===== src/hdl/strap_pkg.sv =====
// Function
// each gpio pin is input-only or bidirectional by its own output-enable register bit
// gpio 7 strap high selects 16-bit eeprom words, low selects 8-bit
// gpio 6:5 latched at init as receive termination adjust, default 00
// gpio 4:3 latched at init as transmit termination adjust, default 00
// gpio 2:0 latched at init as equalization bits 3:1, default 100
// uart1 select bit 3 latched at init as equalization bit 0, default 0
// uart1 select bits 2:0 latched at init as drive current bits 3:1, default 000
// uart0 select bit 3 latched at init as drive current bit 0, default 0
// uart0 select bit 2 latched at init as low-drive flag, default 0
// uart0 select bit 0 latched at init as high-drive flag, default 0
// board keeps uart0 select bit 1 low at init; sampled as phy debug strap
// after init a four-bit bus selects the uart0 transceiver mode
// after init a second four-bit bus selects the uart1 transceiver mode
// in the L2 link state a ring on uart0 asserts the low wake output
// ring indicator inputs are active low; a low level signals ring
// straps captured once after reset release and held until next reset
// transceiver mode pin codes come from a software configuration register
// gpio pins leave reset as inputs so strap resistors set their levels
package strap_pkg;

   localparam int unsigned CLK_HZ        = 20_000_000;
   // pins must sit stable this long after reset release before they are latched
   localparam int unsigned SETTLE_NS     = 400;
   localparam int unsigned SETTLE_CYC    = (SETTLE_NS * (CLK_HZ / 1_000_000) + 999) / 1000;
   localparam int unsigned SETTLE_W      = 4;

   localparam logic [7:0]  REG_GPIO_OE   = 8'h00;
   localparam logic [7:0]  REG_GPIO_OUT  = 8'h04;
   localparam logic [7:0]  REG_GPIO_IN   = 8'h08;
   localparam logic [7:0]  REG_XCVR_MODE = 8'h0c;
   localparam logic [7:0]  REG_STRAPS    = 8'h10;
   localparam logic [7:0]  REG_IRQ_STAT  = 8'h14;
   localparam logic [7:0]  REG_IRQ_CLR   = 8'h18;
   localparam logic [7:0]  REG_IRQ_EN    = 8'h1c;

   localparam int unsigned GPIO_W        = 8;
   localparam int unsigned SEL_W         = 4;
   localparam int unsigned EE_ORG_BIT    = 7;
   localparam int unsigned RXT_HI        = 6;
   localparam int unsigned RXT_LO        = 5;
   localparam int unsigned TXT_HI        = 4;
   localparam int unsigned TXT_LO        = 3;
   localparam int unsigned DEQ_HI        = 2;
   localparam int unsigned SEL_DEQ0_BIT  = 3;
   localparam int unsigned SEL_DTX0_BIT  = 3;
   localparam int unsigned SEL_LO_BIT    = 2;
   localparam int unsigned SEL_DBG_BIT   = 1;
   localparam int unsigned SEL_HI_BIT    = 0;
   localparam int unsigned XCVR1_LO      = 4;
   localparam int unsigned STRAP_VALID_BIT = 16;

   localparam int unsigned IRQ_W         = 3;
   localparam int unsigned IRQ_RING0     = 0;
   localparam int unsigned IRQ_RING1     = 1;
   localparam int unsigned IRQ_WAKE      = 2;

   // suggested pin codes; software may load any pattern
   localparam logic [3:0]  XCVR_CODE_RS232   = 4'h0;
   localparam logic [3:0]  XCVR_CODE_RS422   = 4'h1;
   localparam logic [3:0]  XCVR_CODE_RS485_4 = 4'h2;
   localparam logic [3:0]  XCVR_CODE_RS485_2 = 4'h3;
   localparam logic [7:0]  XCVR_MODE_RESET   = {XCVR_CODE_RS232, XCVR_CODE_RS232};
   localparam logic [7:0]  GPIO_OE_RESET     = 8'h00;
   localparam logic [7:0]  GPIO_OUT_RESET    = 8'h00;
   localparam logic [1:0]  RING_IDLE         = 2'h3;

   localparam logic [1:0]  HTRANS_NONSEQ = 2'h2;
   localparam logic        HRESP_OKAY    = 1'h0;

   typedef struct packed {
      logic [3:0] lane_drive_current_strap;
      logic [3:0] lane_equalization_strap;
      logic       low_drive_strap;
      logic       high_drive_strap;
      logic       phy_debug_strap;
      logic       eeprom_word_width_strap;
      logic [1:0] rx_termination_strap;
      logic [1:0] tx_termination_strap;
   } strap_t;

   localparam strap_t STRAP_DEFAULT = '{
      lane_drive_current_strap: 4'h0,
      lane_equalization_strap:  4'h8,
      low_drive_strap:          1'h0,
      high_drive_strap:         1'h0,
      phy_debug_strap:          1'h0,
      eeprom_word_width_strap:  1'h0,
      rx_termination_strap:     2'h0,
      tx_termination_strap:     2'h0
   };

   typedef enum logic [1:0] {
      ST_HOLD   = 2'b00,
      ST_SETTLE = 2'b01,
      ST_RUN    = 2'b10
   } init_state_t;

endpackage


===== src/hdl/pin_sync.sv =====
`timescale 1ns/10ps
`default_nettype none
module pin_sync #(
   parameter int unsigned W       = 1,
   parameter logic [W-1:0] RST_VAL = '0
) (
   input  wire logic         core_clk,
   input  wire logic         rst_n,
   input  wire logic [W-1:0] pin_in,
   output logic      [W-1:0] pin_sync_out
);

   logic [W-1:0] meta_ff;

   always_ff @(posedge core_clk or negedge rst_n) begin
      if (!rst_n) begin
         meta_ff      <= RST_VAL;
         pin_sync_out <= RST_VAL;
      end else begin
         meta_ff      <= pin_in;
         pin_sync_out <= meta_ff;
      end
   end

endmodule
`default_nettype wire


===== src/hdl/irq_sticky.sv =====
`timescale 1ns/10ps
`default_nettype none
module irq_sticky #(
   parameter int unsigned W = 1
) (
   input  wire logic         core_clk,
   input  wire logic         rst_n,
   input  wire logic [W-1:0] set_evt,
   input  wire logic [W-1:0] clr_req,
   input  wire logic [W-1:0] enable,
   output logic      [W-1:0] status_ff,
   output logic              irq_ff
);

   logic [W-1:0] nxt_status;

   // set beats a clear landing in the same cycle
   assign nxt_status = (status_ff & ~clr_req) | set_evt;

   always_ff @(posedge core_clk or negedge rst_n) begin
      if (!rst_n) begin
         status_ff <= '0;
         irq_ff    <= 1'b0;
      end else begin
         status_ff <= nxt_status;
         irq_ff    <= |(nxt_status & enable);
      end
   end

endmodule
`default_nettype wire


===== src/hdl/strap_gpio_wake_pins.sv =====
// Added by the designer: the address map and the AHB-Lite register port.
`timescale 1ns/10ps
`default_nettype none
module strap_gpio_wake_pins (
   input  wire logic                       core_clk,
   input  wire logic                       rstn,
   // ahb-lite slave
   input  wire logic                       hsel,
   input  wire logic [31:0]                haddr,
   input  wire logic [1:0]                 htrans,
   input  wire logic                       hwrite,
   input  wire logic [2:0]                 hsize,
   input  wire logic [31:0]                hwdata,
   input  wire logic                       hready,
   output logic                            hreadyout,
   output logic                            hresp,
   output logic [31:0]                     hrdata,
   output logic                            irq,
   // link power state from the pcie core, same clock
   input  wire logic                       link_in_l2,
   // pins
   input  wire logic [1:0]                 ring_indicator_n,
   output logic                            wake_n,
   input  wire logic [strap_pkg::GPIO_W-1:0] gpio_i,
   output logic [strap_pkg::GPIO_W-1:0]    gpio_o,
   output logic [strap_pkg::GPIO_W-1:0]    gpio_oe,
   input  wire logic [strap_pkg::SEL_W-1:0] uart0_xcvr_mode_sel_i,
   output logic [strap_pkg::SEL_W-1:0]     uart0_xcvr_mode_sel_o,
   output logic [strap_pkg::SEL_W-1:0]     uart0_xcvr_mode_sel_oe,
   input  wire logic [strap_pkg::SEL_W-1:0] uart1_xcvr_mode_sel_i,
   output logic [strap_pkg::SEL_W-1:0]     uart1_xcvr_mode_sel_o,
   output logic [strap_pkg::SEL_W-1:0]     uart1_xcvr_mode_sel_oe,
   output strap_pkg::strap_t               straps,
   output logic                            straps_valid
);
   import strap_pkg::*;

   // register map: byte offsets, one word each, data in the low bits;
   // unmapped offsets read zero and ignore writes, every response is okay
   //   0x00 gpio output enable, rw, bit set = pin driven once straps latched
   //   0x04 gpio drive value, rw, reaches the pin one cycle after the write
   //   0x08 gpio pin levels, ro, taken through the two-flop synchroniser
   //   0x0c transceiver mode, rw, [3:0] uart0 select pins, [7:4] uart1 pins
   //   0x10 latched straps, ro, [15:0] strap word, [16] latch done
   //   0x14 event status, ro, sticky: [0] ring0 fall, [1] ring1 fall, [2] wake
   //   0x18 event clear, wo, one clears; an event in the same cycle wins
   //   0x1c event enable, rw, same layout as status
   //
   // transceiver mode codes: select pins carry the nibble as written,
   // no decode in here, so board wiring picks the meaning; suggested codes
   //   0 rs-232, 1 rs-422, 2 rs-485 four-wire, 3 rs-485 two-wire
   // reset leaves both nibbles at the rs-232 code, so a transceiver wired
   // straight to these pins comes up in the most forgiving mode
   //
   // strap word, msb first:
   //   [15:12] lane drive current = {uart1 sel[2:0], uart0 sel[3]}
   //   [11:8]  lane equalization  = {gpio[2:0], uart1 sel[3]}
   //   [7]     low drive          = uart0 sel[2]
   //   [6]     high drive         = uart0 sel[0]
   //   [5]     phy debug          = uart0 sel[1], board keeps it low
   //   [4]     eeprom word width  = gpio[7], high for 16-bit words
   //   [3:2]   rx termination     = gpio[6:5]
   //   [1:0]   tx termination     = gpio[4:3]
   //
   // straps sampled after the settle count, not at the reset edge, so
   // strap resistors have time to win over floating pins; the price is
   // that pin driver writes stay off the pins until the latch is done

   logic                rst_meta_ff;
   logic                rst_sync_ff;
   logic [GPIO_W-1:0]   gpio_sync;
   logic [SEL_W-1:0]    sel0_sync;
   logic [SEL_W-1:0]    sel1_sync;
   logic [1:0]          ring_n_sync;
   logic [1:0]          ring_act_prev_ff;
   logic [1:0]          ring_act;
   init_state_t         state_ff;
   logic [SETTLE_W-1:0] settle_cnt_ff;
   logic                capture;
   logic [GPIO_W-1:0]   gpio_oe_reg_ff;
   logic [GPIO_W-1:0]   gpio_out_reg_ff;
   logic [7:0]          xcvr_mode_ff;
   logic [IRQ_W-1:0]    irq_en_ff;
   logic [IRQ_W-1:0]    irq_status;
   logic [IRQ_W-1:0]    irq_set;
   logic [IRQ_W-1:0]    irq_clr;
   logic                wake_fire;
   logic                accept;
   logic                wr_pend_ff;
   logic                rd_pend_ff;
   logic [7:0]          wr_addr_ff;
   logic [7:0]          rd_addr_ff;
   logic                wr_go;
   logic [31:0]         rd_mux;

   // reset: asynchronous assert, two-flop release
   always_ff @(posedge core_clk or negedge rstn) begin
      if (!rstn) begin
         rst_meta_ff <= 1'b0;
         rst_sync_ff <= 1'b0;
      end else begin
         rst_meta_ff <= 1'b1;
         rst_sync_ff <= rst_meta_ff;
      end
   end

   pin_sync #(.W(GPIO_W), .RST_VAL(GPIO_OUT_RESET)) u_sync_gpio (
      .core_clk     (core_clk),
      .rst_n        (rst_sync_ff),
      .pin_in       (gpio_i),
      .pin_sync_out (gpio_sync)
   );

   pin_sync #(.W(2 * SEL_W), .RST_VAL(XCVR_MODE_RESET)) u_sync_sel (
      .core_clk     (core_clk),
      .rst_n        (rst_sync_ff),
      .pin_in       ({uart1_xcvr_mode_sel_i, uart0_xcvr_mode_sel_i}),
      .pin_sync_out ({sel1_sync, sel0_sync})
   );

   pin_sync #(.W(2), .RST_VAL(RING_IDLE)) u_sync_ring (
      .core_clk     (core_clk),
      .rst_n        (rst_sync_ff),
      .pin_in       (ring_indicator_n),
      .pin_sync_out (ring_n_sync)
   );

   // init sequence: pins undriven until straps are latched
   assign capture = (state_ff == ST_SETTLE) && (settle_cnt_ff == SETTLE_W'(SETTLE_CYC - 1));

   always_ff @(posedge core_clk or negedge rst_sync_ff) begin
      if (!rst_sync_ff) begin
         state_ff      <= ST_HOLD;
         settle_cnt_ff <= '0;
      end else begin
         case (state_ff)
            ST_HOLD: begin
               state_ff      <= ST_SETTLE;
               settle_cnt_ff <= '0;
            end
            ST_SETTLE: begin
               settle_cnt_ff <= settle_cnt_ff + SETTLE_W'(1);
               if (capture) begin
                  state_ff <= ST_RUN;
               end
            end
            ST_RUN: begin
               state_ff <= ST_RUN;
            end
            default: begin
               state_ff <= ST_HOLD;
            end
         endcase
      end
   end

   // strap latch, taken once per reset
   always_ff @(posedge core_clk or negedge rst_sync_ff) begin
      if (!rst_sync_ff) begin
         straps       <= STRAP_DEFAULT;
         straps_valid <= 1'b0;
      end else if (capture) begin
         straps_valid                           <= 1'b1;
         straps.eeprom_word_width_strap         <= gpio_sync[EE_ORG_BIT];
         straps.rx_termination_strap            <= gpio_sync[RXT_HI:RXT_LO];
         straps.tx_termination_strap            <= gpio_sync[TXT_HI:TXT_LO];
         straps.lane_equalization_strap         <= {gpio_sync[DEQ_HI:0], sel1_sync[SEL_DEQ0_BIT]};
         straps.lane_drive_current_strap        <= {sel1_sync[2:0], sel0_sync[SEL_DTX0_BIT]};
         straps.low_drive_strap                 <= sel0_sync[SEL_LO_BIT];
         straps.phy_debug_strap                 <= sel0_sync[SEL_DBG_BIT];
         straps.high_drive_strap                <= sel0_sync[SEL_HI_BIT];
      end
   end

   // ahb-lite: writes zero-wait, reads take one wait state so a
   // write in the preceding data phase is always seen
   assign accept = hsel && hready && (htrans[1] == HTRANS_NONSEQ[1]);
   assign wr_go  = wr_pend_ff && hready;

   always_ff @(posedge core_clk or negedge rst_sync_ff) begin
      if (!rst_sync_ff) begin
         wr_pend_ff <= 1'b0;
         rd_pend_ff <= 1'b0;
         wr_addr_ff <= '0;
         rd_addr_ff <= '0;
         hreadyout  <= 1'b1;
         hresp      <= HRESP_OKAY;
         hrdata     <= '0;
      end else begin
         rd_pend_ff <= accept && !hwrite;
         hreadyout  <= !(accept && !hwrite);
         hresp      <= HRESP_OKAY;
         if (hready) begin
            wr_pend_ff <= accept && hwrite;
         end
         if (accept) begin
            wr_addr_ff <= haddr[7:0];
            rd_addr_ff <= haddr[7:0];
         end
         if (rd_pend_ff) begin
            hrdata <= rd_mux;
         end
      end
   end

   always_comb begin
      rd_mux = '0;
      if (rd_addr_ff == REG_GPIO_OE) begin
         rd_mux[GPIO_W-1:0] = gpio_oe_reg_ff;
      end else if (rd_addr_ff == REG_GPIO_OUT) begin
         rd_mux[GPIO_W-1:0] = gpio_out_reg_ff;
      end else if (rd_addr_ff == REG_GPIO_IN) begin
         rd_mux[GPIO_W-1:0] = gpio_sync;
      end else if (rd_addr_ff == REG_XCVR_MODE) begin
         rd_mux[7:0] = xcvr_mode_ff;
      end else if (rd_addr_ff == REG_STRAPS) begin
         rd_mux[15:0]            = straps;
         rd_mux[STRAP_VALID_BIT] = straps_valid;
      end else if (rd_addr_ff == REG_IRQ_STAT) begin
         rd_mux[IRQ_W-1:0] = irq_status;
      end else if (rd_addr_ff == REG_IRQ_EN) begin
         rd_mux[IRQ_W-1:0] = irq_en_ff;
      end else begin
         rd_mux = '0;
      end
   end

   // software registers; oe resets to inputs so straps can be read
   always_ff @(posedge core_clk or negedge rst_sync_ff) begin
      if (!rst_sync_ff) begin
         gpio_oe_reg_ff  <= GPIO_OE_RESET;
         gpio_out_reg_ff <= GPIO_OUT_RESET;
         xcvr_mode_ff    <= XCVR_MODE_RESET;
         irq_en_ff       <= '0;
      end else if (wr_go) begin
         if (wr_addr_ff == REG_GPIO_OE) begin
            gpio_oe_reg_ff <= hwdata[GPIO_W-1:0];
         end else if (wr_addr_ff == REG_GPIO_OUT) begin
            gpio_out_reg_ff <= hwdata[GPIO_W-1:0];
         end else if (wr_addr_ff == REG_XCVR_MODE) begin
            xcvr_mode_ff <= hwdata[7:0];
         end else if (wr_addr_ff == REG_IRQ_EN) begin
            irq_en_ff <= hwdata[IRQ_W-1:0];
         end
      end
   end

   assign irq_clr = (wr_go && (wr_addr_ff == REG_IRQ_CLR)) ? hwdata[IRQ_W-1:0] : '0;

   // pin drivers held off until the straps are latched
   always_ff @(posedge core_clk or negedge rst_sync_ff) begin
      if (!rst_sync_ff) begin
         gpio_oe                <= '0;
         gpio_o                 <= '0;
         uart0_xcvr_mode_sel_oe <= '0;
         uart1_xcvr_mode_sel_oe <= '0;
         uart0_xcvr_mode_sel_o  <= '0;
         uart1_xcvr_mode_sel_o  <= '0;
      end else begin
         gpio_oe <= straps_valid ? gpio_oe_reg_ff : '0;
         gpio_o  <= gpio_out_reg_ff;
         uart0_xcvr_mode_sel_oe <= {SEL_W{straps_valid}};
         uart1_xcvr_mode_sel_oe <= {SEL_W{straps_valid}};
         uart0_xcvr_mode_sel_o  <= xcvr_mode_ff[SEL_W-1:0];
         uart1_xcvr_mode_sel_o  <= xcvr_mode_ff[XCVR1_LO +: SEL_W];
      end
   end

   // ring is a low level on the pin
   assign ring_act  = ~ring_n_sync;
   assign wake_fire = straps_valid && link_in_l2 && ring_act[0] && wake_n;

   // wake stays asserted until the link leaves L2
   always_ff @(posedge core_clk or negedge rst_sync_ff) begin
      if (!rst_sync_ff) begin
         wake_n           <= 1'b1;
         ring_act_prev_ff <= '0;
      end else begin
         ring_act_prev_ff <= ring_act;
         if (wake_fire) begin
            wake_n <= 1'b0;
         end else if (!link_in_l2) begin
            wake_n <= 1'b1;
         end
      end
   end

   always_comb begin
      irq_set            = '0;
      irq_set[IRQ_RING0] = ring_act[0] && !ring_act_prev_ff[0];
      irq_set[IRQ_RING1] = ring_act[1] && !ring_act_prev_ff[1];
      irq_set[IRQ_WAKE]  = wake_fire;
   end

   irq_sticky #(.W(IRQ_W)) u_irq (
      .core_clk  (core_clk),
      .rst_n     (rst_sync_ff),
      .set_evt   (irq_set),
      .clr_req   (irq_clr),
      .enable    (irq_en_ff),
      .status_ff (irq_status),
      .irq_ff    (irq)
   );

endmodule
`default_nettype wire


===== config.mk =====
export PLATFORM = sky130hd
export DESIGN_NAME = strap_gpio_wake_pins
export DESIGN_NICKNAME = d
export VERILOG_FILES = /design/src/hdl/strap_pkg.sv /design/src/hdl/pin_sync.sv /design/src/hdl/irq_sticky.sv /design/src/hdl/strap_gpio_wake_pins.sv
export SDC_FILE = /design/constraint.sdc
export NUM_CORES = 1
export LEC_CHECK = 0
export ABC_AREA = 1
export BUFFER_PORTS_ARGS = -buffer_cell sky130_fd_sc_hd__buf_2
export CAP_MARGIN = 20
export CORE_MARGIN = 4
export CORE_UTILIZATION = 46
export DETAILED_ROUTE_END_ITERATION = 16
export GPL_TIMING_DRIVEN = 0
export PLACE_DENSITY = 0.76
export SLEW_MARGIN = 40
export SYNTH_ARGS = -nofsm -noshare
export SYNTH_HDL_FRONTEND = slang
export SYNTH_SLANG_ARGS = --single-unit
export TNS_END_PERCENT = 100

===== constraint.sdc =====
create_clock -name core_clk -period 4.55 [get_ports core_clk]
set_clock_uncertainty 0.05 [all_clocks]
set_input_delay 0.2275 -clock core_clk [delete_from_list [all_inputs] [get_ports core_clk]]
set_output_delay 0.2275 -clock core_clk [all_outputs]
set_load 0.02 [all_outputs]

; ---- Word-level counts from Yosys, hierarchy flattened
; Cells that the tools add are included.
; W data, S select, Z words.
[op_classes]
muxes = 18
reduce_logical = 24
bitwise_logic = 8
n_eq_ne = 12
add_sub_neg = 1
[ops]
columns = cell, n
row1 = $mux W8, 5
row2 = $eq A8 B5 Y1 const B, 4
row3 = $mux W9, 3
row4 = $mux W24, 1
row5 = $mux W17, 1
row6 = $eq A8 B4 Y1 const B, 2
row7 = $logic_and A1 B1 Y1, 12
row8 = $mux W3, 3
row9 = $eq A8 B3 Y1 const B, 1
row10 = $logic_not A8 Y1, 1
row11 = $pmux W4 S2, 1
row12 = $and A3 B3 Y3, 2
row13 = $pmux W2 S3, 1
row14 = $reduce_and A5 Y1, 1
row15 = $add A4 B1 Y4 const B, 1
row16 = $eq A4 B3 Y1 const B, 1
row17 = $logic_not A1 Y1, 4
row18 = $reduce_and A4 Y1, 1
row19 = $not A1 Y1, 3
row20 = $not A3 Y3, 1
row21 = $or A3 B3 Y3, 1
row22 = $reduce_and A3 Y1, 1
row23 = $reduce_or A3 Y1, 1
row24 = $eq A2 B1 Y1 const B, 1
row25 = 9 further kinds, 10
[totals]
register_bits = 163
wordCells = 100
out_inout_bits = 85
in_bits = 93

; ---- Logic depth before layout (Yosys ltp)
; Gate-level depths: netlist (run 1).
[logic_depth]
ltp_word = 8
mapped_depth = 10
mapped_depth_nobuf = 9

; ---- Modules after synthesis
; Synthesis (run 1) repeated with hierarchy kept, for this count alone.
[hier_totals]
hier_cells = 523
area_unflattened_um2 = 5734.2
[by_module_without_submodules]
columns = module, seq_area_each_um2, area_each_um2, instances, cells_per_inst
row1 = strap_gpio_wake_pins, 2706.3, 4644.5, 1, 467
row2 = pin_sync (u_sync_gpio ...), 400.4, 400.4, 2, 16
row3 = irq_sticky, 100.1, 183.9, 1, 20
row4 = pin_sync (u_sync_ring), 105.1, 105.1, 1, 4

; ---- Worst setup path after synthesis (run 1)
; Ideal clock, no wire load.
[synth_path]
path_kind = reg-to-reg
start = reg settle_cnt_ff[0]
end = reg straps[10] in the netlist's numbering
t_required_ns = 4.375
setup_ns = 0.125
arrival_time_ns = 1.298
synth_period_minus_slack_ns = 1.473
setup_slack_ns = 3.077
path_stages_with_launch = 7
n_path_buf = 1
cell_sequence = dfrtp_1 > ha_1 > nand2_1 > nor2_1 > nand2_1 > buf_2 > mux2_2
[synth_via]
elab_chain_cells = 2
[synth_lines]
columns = item, line
row1 = from (decl), strap_gpio_wake_pins.sv:78  ; logic [SETTLE_W-1:0] settle_cnt_ff;
row2 = from (signal assigned), strap_gpio_wake_pins.sv:142  ; settle_cnt_ff <= settle_cnt_ff + SETTLE_W'(1);
row3 = $eq A4 B3 Y1, strap_gpio_wake_pins.sv:129  ; assign capture = (state_ff == ST_SETTLE) && (settle_cnt_ff == SETTLE_W'(SETTLE_CYC - 1));
row4 = $logic_and A1 B1 Y1, strap_gpio_wake_pins.sv:129
row5 = to (decl), strap_gpio_wake_pins.sv:33  ; output strap_pkg::strap_t straps,
; Every way passes these cells.
; A chain may end at the register's enable or synchronous reset.

; ---- Worst setup path in the final report (run 1)
[layout_path]
start = reg settle_cnt_ff[0]
end = reg straps[13] in the netlist's numbering
; The elaborated chain is that of the path after synthesis.

==> results of run 1 <==
-- cell usage after synthesis, types with 2 or more instances --
| library cell | count | area (sq um) |
|---|---|---|
| mux2_2 | 13 | 146.4 |
| o2111ai_1 | 3 | 26.28 |
| nor2_4 | 5 | 56.30 |
| dfstp_2 | 7 | 183.9 |
| ha_1 | 3 | 37.54 |
| buf_4 | 23 | 172.7 |
| inv_1 | 36 | 135.1 |
| dfrtp_1 | 141 | 3528 |
| nand2_1 | 112 | 420.4 |
| buf_6 | 3 | 33.78 |
| conb_1 | 2 | 7.510 |
| nand2_2 | 5 | 31.28 |
| o21ai_0 | 22 | 110.1 |
| nand4_1 | 6 | 37.54 |
| o21ai_2 | 8 | 70.07 |
| nand3_1 | 29 | 145.1 |
| nor2_8 | 2 | 40.04 |
| or2_2 | 2 | 12.51 |
| inv_2 | 8 | 30.03 |
| clkbuf_1 | 4 | 15.01 |
| a21oi_1 | 13 | 65.06 |
| nor2_1 | 36 | 135.1 |
| nand2_4 | 3 | 33.78 |
| o21ai_1 | 14 | 70.07 |
| buf_2 | 4 | 20.02 |
-- state kept, by name (all words and copies together), names as in the netlist, 2 cells and up --
register / cells
hrdata: 17
straps: 16
gpio_o: 8
gpio_oe: 8
gpio_oe_reg_ff: 8
gpio_out_reg_ff: 8
rd_addr_ff: 8
u_sync_gpio.meta_ff: 8
u_sync_gpio.pin_sync_out: 8
u_sync_sel.meta_ff: 8
u_sync_sel.pin_sync_out: 8
xcvr_mode_ff: 8
settle_cnt_ff: 4
uart0_xcvr_mode_sel_o: 4
uart1_xcvr_mode_sel_o: 4
irq_en_ff: 3
u_irq.status_ff: 3
ring_act_prev_ff: 2
state_ff: 2
u_sync_ring.meta_ff: 2
u_sync_ring.pin_sync_out: 2
-- metal layers --
metal | global-route usage | vias to the layer above
li1 | - | 1942
met1 | 0.2498 | 1942
met2 | 0.3037 | 156
met3 | 0.05603 | 31
met4 | 0.08255 | 0
met5 | 0 | -
-- metrics by stage --
step / worst slack (ps) / utilization / std cells
finish: 2881 / 0.6054 / 842
CTS: 2876 / 0.6054 / 842
global route: 2727 / 0.6054 / 842
floorplan: 83.25 / - / 529
global placement: -1127 / 0.5357 / 785
detailed placement: 2916 / 0.5410 / 788
-- repair_timing --
| action | CTS | global route |
|---|---|---|
| endpoints found under the hold margin | 24 | 0 |
| hold buffers | 22 | 0 |
| gates resized for setup | 0 | 0 |
-- final cells by class --
| type | instances | area share |
|---|---|---|
| well taps | 147 | 0.02529 |
| repair buffers | 134 | 0.1136 |
| clock inverters | 12 | 0.01462 |
| flip-flops and latches | 148 | 0.5110 |
| inverters | 46 | 0.02478 |
| plain buffers | 36 | 0.03579 |
| clock buffers | 20 | 0.06142 |
| multi-input cells | 299 | 0.2135 |
-- critical path, cell delays in order (launching register included) --
cell and delay, ps:
dfrtp_1 410, ha_1 230, nand2_1 80, nor2_1 60
nand2_1 60, buf_2 260, mux2_2 390
-- cell families after synthesis --
group	after synthesis	synth area share
adder cells (fa/ha/maj)	3	0.006645
buffers and inverters	82	0.07796
AND/OR/NAND/NOR	203	0.1666
other	2	0.001329
multiplexers	13	0.02591
flip-flops	148	0.6571
AO/OA/AOI/OAI	63	0.06446
-- cell usage in the layout (no fill, tap or decap), types with 2 or more instances in the layout --
cell / n
buf_4: 23
inv_1: 36
buf_2: 113
buf_12: 3
inv_2: 8
o2111ai_1: 3
nand2_1: 112
dfrtp_1: 140
buf_6: 3
nor2_8: 2
a21oi_1: 13
mux2_2: 13
clkbuf_1: 6
o21ai_1: 14
o21ai_0: 22
clkinvlp_4: 4
nand3_1: 29
nand2_2: 5
clkinv_2: 4
dlygate4sd3_1: 22
nor2_4: 5
conb_1: 17
or2_2: 2
nand2_4: 3
o21ai_2: 8
nand4_1: 6
nor2_1: 36
clkbuf_16: 17
ha_1: 3
inv_6: 3
dfstp_2: 7
-- path summary, 6_finish.rpt --
kind	slack, ps	from	endpoint
max	2880	settle_cnt_ff[0]$_DFFE_PN0P_	straps[13]$_DFFE_PN0P_
min	20	haddr[2]	rd_addr_ff[2]$_DFFE_PN0P_
max in group asynchronous	3380	rst_sync_ff$_DFF_PN0_	hreadyout$_DFF_PN1_
max reg2reg	2880	settle_cnt_ff[0]$_DFFE_PN0P_	straps[13]$_DFFE_PN0P_
min reg2reg	200	rst_sync_ff$_DFF_PN0_	u_sync_sel.meta_ff[6]$_DFF_PN0_
min in group asynchronous	80	rstn	rst_sync_ff$_DFF_PN0_
-- power breakdown --
group / total (mW) / leakage [nW] / internal, mW / switching [mW]
Combinational: 0.170 / 1.71 / 0.0655 / 0.104
Clock: 1.30 / 0.263 / 0.765 / 0.534
Sequential: 1.39 / 1.86 / 1.36 / 0.0279
==> impl_metrics.py, run 1 <==
metrics = {
    "finish": {
        "num_antenna_cells": 0,
        "final_area_sq_mm": 0.007272,
        "syn_to_final_growth_pct": 28.73,
        "drive_above_1_share": 0.3324,
        "ff_latch_area_sq_mm": 0.003716,
        "final_nets": 778,
        "multi_input_area_sq_mm": 0.001553,
        "n_fill_cell": 966,
    },
    "clock_network": {
        "postCtsSetupBuffers": 0,
        "worst_skew_pair.late_latency_ps": 420,
        "cts_tree": "built",
        "htree_levels": 4,
        "root_buffer": "clkbuf_16",
        "numCtsBuffers": 17,
        "clockBufferDepth": 2,
        "clkTransAtPathRegs_ps": 60,
        "cts.sinks": 148,
    },
    "placement": {
        "place_congestion": 0.8416,
        "port_buffers": 109,
        "dp_hpwl_mm": 9.049,
        "post_dp_cell_area_sq_mm": 0.006499,
    },
    "setup_path": {
        "cp.required_ps": 4790,
        "cp_data_arrival_time_ps": 1910,
        "path_class": "register to register",
        "r2r_cells": 6,
        "startpoint_type": "register",
        "end_kind": "register",
        "crit_fanout": 10,
    },
    "synthesis": {
        "netlist_instances": 514,
        "yosysSeqAreaShare": 0.6571,
        "ys_async_sr_fraction": 1.000,
        "ys.flop_type": "dfrtp_1",
        "synth_edf_count": 0,
        "ys_types": 35,
        "avgSynthCellArea_sq_um": 10.99,
        "syn_area_sq_mm": 0.005649,
        "synth_warnings": 0,
        "synth_seq_cells": 148,
    },
    "sta": {
        "fmax_ghz": 0.5992,
        "hold-worst-slack_ps": 15.94,
        "hold_viol_final": 0,
        "fin_crit_sh": 0.3668,
        "setup_violations": 0,
        "slew_headroom": 0.5994,
        "rsz0062_at_grt": "no",
        "period_minus_slack_ps": 1669,
        "tightest_slew_ps": 600.9,
        "report.final.slew_viol_count": 0,
        "tns_ps": 0,
    },
    "floorplan": {
        "row_count": 40,
        "die_area_sq_mm": 0.01412,
        "die_width_um": 118.8,
        "coreArea_sq_mm": 0.01201,
        "initial_core_util": 0.4703,
        "io_pins": 178,
        "die_y_um": 118.8,
    },
    "global_route": {
        "grt_use_total": 0.1925,
        "grt_antenna_before_repair": 0,
        "grt_max_degree": 45,
        "grt_pass1_wl_mm": 21.06,
        "grt_pass1_vias": 4075,
        "grt_overflow": 0,
    },
    "routing": {
        "drc": 0,
        "dr.first_iter.drc_count": 247,
        "ant_nets": 0,
        "wl_met3_um": 928,
        "via_per_inst": 4.835,
        "dr_total_vias": 4071,
        "wire_per_inst_um": 15.05,
        "drt_pass1_iterations": 4,
        "route.met2.wl_mm": 6.054,
        "wl_mm": 12.67,
        "met1_length_mm": 5.330,
        "topRoutingLayerUsed": "met4",
    },
    "worst_hold_path": {
        "holdCritPathClass": "primary input to register",
        "min_path_cells": 3,
    },
    "pwr": {
        "fin_total_pwr_mw": 2.856,
        "ir_drop_v": 0.0002685,
        "cellPowerDensity_mw_per_mm2": 392.8,
        "p_leak_nw": 3.833,
    },
    "job": {
        "drv_cap": 0,
    },
    "run_status": {
        "status": "complete, no violations",
    },
}
Note: power is estimated with default switching activity, not from simulation.
==> inputs of run 2 (changes only) <==
clock period = 1.5 ns   (was 4.55 ns; I/O delays follow)
==> run 2 against run 1 <==
The run now ends with negative setup slack left; sequential power rose to 3.0 times the previous value; largest cell class unchanged; largest power group unchanged; worst hold slack improved by 5.2 ps; cell area is 11% higher; fmax grew 4.9%; routed wire length is 14% higher; utilization increased by 6.5 points; combinational power rose to 3.9 times the previous value; cell count increased by 6.3%; global-route usage rose by 1.1 points.
==> impl_metrics.py, run 2 (synthesis gave the netlist of run 1 again) <==
metrics = {
    "run_status": {
        "status": "finished, violations left",
        "violations": "negative setup slack",
    },
    "pwr": {
        "ir_drop_v": 0.0006836,
        "p_leak_nw": 4.270,
        "cellPowerDensity_mw_per_mm2": 1120,
    },
    "clock_network": {
        "clockBufferDepth": 2,
        "cts.sinks": 148,
        "numCtsBuffers": 17,
        "cts_tree": "built",
        "root_buffer": "clkbuf_16",
        "clkTransAtPathRegs_ps": 60,
        "worst_skew_pair.late_latency_ps": 410,
        "htree_levels": 4,
    },
    "setup_path": {
        "end_kind": "register",
        "startpoint_type": "register",
        "r2r_end": "hrdata[1]$_DFFE_PN0P_",
        "slowest_delay_ps": 430,
        "cpLargestDelayFamily": "simple AND/OR/NAND/NOR gates",
        "r2r_slack_ps": -90,
        "path_class": "register to register",
        "r2r-start": "rd_addr_ff[1]$_DFFE_PN0P_",
        "crit_fanout": 10,
        "slowest_stage": "dfrtp_1",
        "crit_buf_inv": 2,
        "r2r_cells": 9,
        "crit_path_cell_trace": "inv_2 > nand2_4 > nor2_4 > nand2_4 > buf_2 > nor2_1 > nor2_1 > nand2_1 > nand2_1",
        "cp.required_ps": 1750,
        "cp_data_arrival_time_ps": 1840,
    },
    "floorplan": {
        "io_pins": 178,
        "row_count": 40,
        "coreArea_sq_mm": 0.01201,
        "die_area_sq_mm": 0.01412,
        "die_width_um": 118.8,
        "initial_core_util": 0.4703,
        "die_y_um": 118.8,
    },
    "finish": {
        "num_antenna_cells": 0,
        "regMostFlops": "hrdata",
        "largest_reg_flops": 17,
        "final_common_cell": "dfrtp_1",
        "ff_latch_area_sq_mm": 0.003716,
        "n_fill_cell": 844,
        "layout_common_cells": "dfrtp_1, buf_2, nand2_1",
        "fin_cells": 895,
        "syn_to_final_growth_pct": 42.57,
        "multi_input_area_sq_mm": 0.001728,
        "top_regs": "hrdata x17, straps x16",
        "finish.utilization": 0.6705,
        "drive_above_1_share": 0.4051,
        "final_nets": 831,
    },
    "placement": {
        "place_ws_ps": -145.2,
        "dp_hpwl_mm": 9.030,
        "place_congestion": 0.8438,
        "port_buffers": 109,
        "dp_cells": 788,
    },
    "global_route": {
        "grt_pass1_wl_mm": 22.54,
        "grt_pass1_vias": 4416,
        "grt_overflow": 0,
        "grt_use_total": 0.2034,
        "grt_max_degree": 41,
        "grt_antenna_before_repair": 0,
    },
    "sta": {
        "slew_headroom": 0.6341,
        "hold-worst-slack_ps": 21.18,
        "rsz0062_at_grt": "yes",
        "setup_ws_ps": -91.16,
        "tightest_slew_ps": 548.9,
        "fin_crit_sh": 1.061,
        "fmax_ghz": 0.6285,
        "report.final.slew_viol_count": 0,
        "period_minus_slack_ps": 1591,
        "hold_viol_final": 0,
        "setup_violations": 33,
    },
    "routing": {
        "dr.first_iter.drc_count": 294,
        "via_per_inst": 4.991,
        "wl_mm": 14.45,
        "drt_pass1_iterations": 7,
        "drc": 0,
        "wire_per_inst_um": 16.14,
        "ant_nets": 0,
        "dr_total_vias": 4467,
    },
    "worst_hold_path": {
        "hold_path_end": "xcvr_mode_ff[2]$_DFFE_PN0P_",
        "min_path_cells": 3,
        "hp-start": "hwdata[2]",
        "holdCritPathClass": "primary input to register",
    },
    "job": {
        "drv_cap": 0,
    },
}
## run 2: cell types whose count changed in the layout (fill, tap and decap cells not counted), sizes merged
cell | before | now
dlygate4sd3 | 22 | 38
inv | 48 | 47
clkinv | 5 | 4
bufinv | 1 | 2
clkinvlp | 4 | 5
clkbuf | 24 | 27
buf | 144 | 178
## run 2: worst reg2reg max path: stages, from the launching register on
cell	delay [ps]
dfrtp_1	430
inv_2	100
nand2_4	90
nor2_4	190
nand2_4	100
buf_2	210
nor2_1	120
nor2_1	50
nand2_1	90
nand2_1	60
## run 2: how the worst max path moves through the flow
stage | startpoint | to | slack (ps) | depth (start not counted)
2_1_floorplan | rst_sync_ff$_DFF_PN0_ | gpio_o[0]$_DFF_PN0_ | -100 | 0
5_1_grt | rd_addr_ff[1]$_DFFE_PN0P_ | gpio_out_reg_ff[7]$_DFFE_PN0P_ | -170 | 10
3_3_place_gp | rst_sync_ff$_DFF_PN0_ | gpio_oe[3]$_DFF_PN0_ | -490 | 0
6_report | rd_addr_ff[1]$_DFFE_PN0P_ | hrdata[1]$_DFFE_PN0P_ | -90 | 9
3_5_place_dp | settle_cnt_ff[0]$_DFFE_PN0P_ | straps[14]$_DFFE_PN0P_ | -150 | 6
4_1_cts | rd_addr_ff[1]$_DFFE_PN0P_ | u_irq.irq_ff$_DFF_PN0_ | -30 | 8
## run 2: cell type report
type | instances | area share
Sequential cell | 148 | 0.4614
Clock inverter | 12 | 0.01616
Timing Repair Buffer | 187 | 0.1682
Multi-Input combinational cell | 299 | 0.2145
Clock buffer | 20 | 0.05670
Inverter | 46 | 0.02330
Tap cell | 147 | 0.02284
Buffer | 36 | 0.03682
## run 2: report_power, final
group	switching, mW	internal, mW	leakage, nW
clock	1.61	2.53	0.274
combinational	0.375	0.292	2.13
sequential	0.0920	4.12	1.86
total	2.08	6.95	4.27
## run 2: timing repair
action                                  CTS  global route
endpoints found under the hold margin    54             0
resized for setup                        42            34
buffers inserted                         22            11
cloned                                    1             3
pin swaps                                12            19
hold buffers                             38             0
endpoints found under the setup margin   48            56
## run 2: per-layer routing
| metal | vias up | GRT usage | wire (um) |
|---|---|---|---|
| met3 | 44 | 0.05318 | 1050 |
| met2 | 236 | 0.3304 | 7142 |
| met1 | 2133 | 0.2607 | 5749 |
| met4 | 0 | 0.08472 | 506 |
| li1 | 2054 | - | - |
| met5 | - | 0 | 0 |
## run 2: through the flow
stage / power [mW] / setup TNS [ps] / area (sq um)
2_1_floorplan: 4.565 / -13360 / 5709
3_3_place_gp: 4.707 / -69000 / 6439
3_5_place_dp: 4.750 / -2655 / 6499
4_1_cts: 9.020 / -98.07 / 7786
5_1_grt: 9.346 / -4774 / 8054
6_report: 9.024 / -1663 / 8054
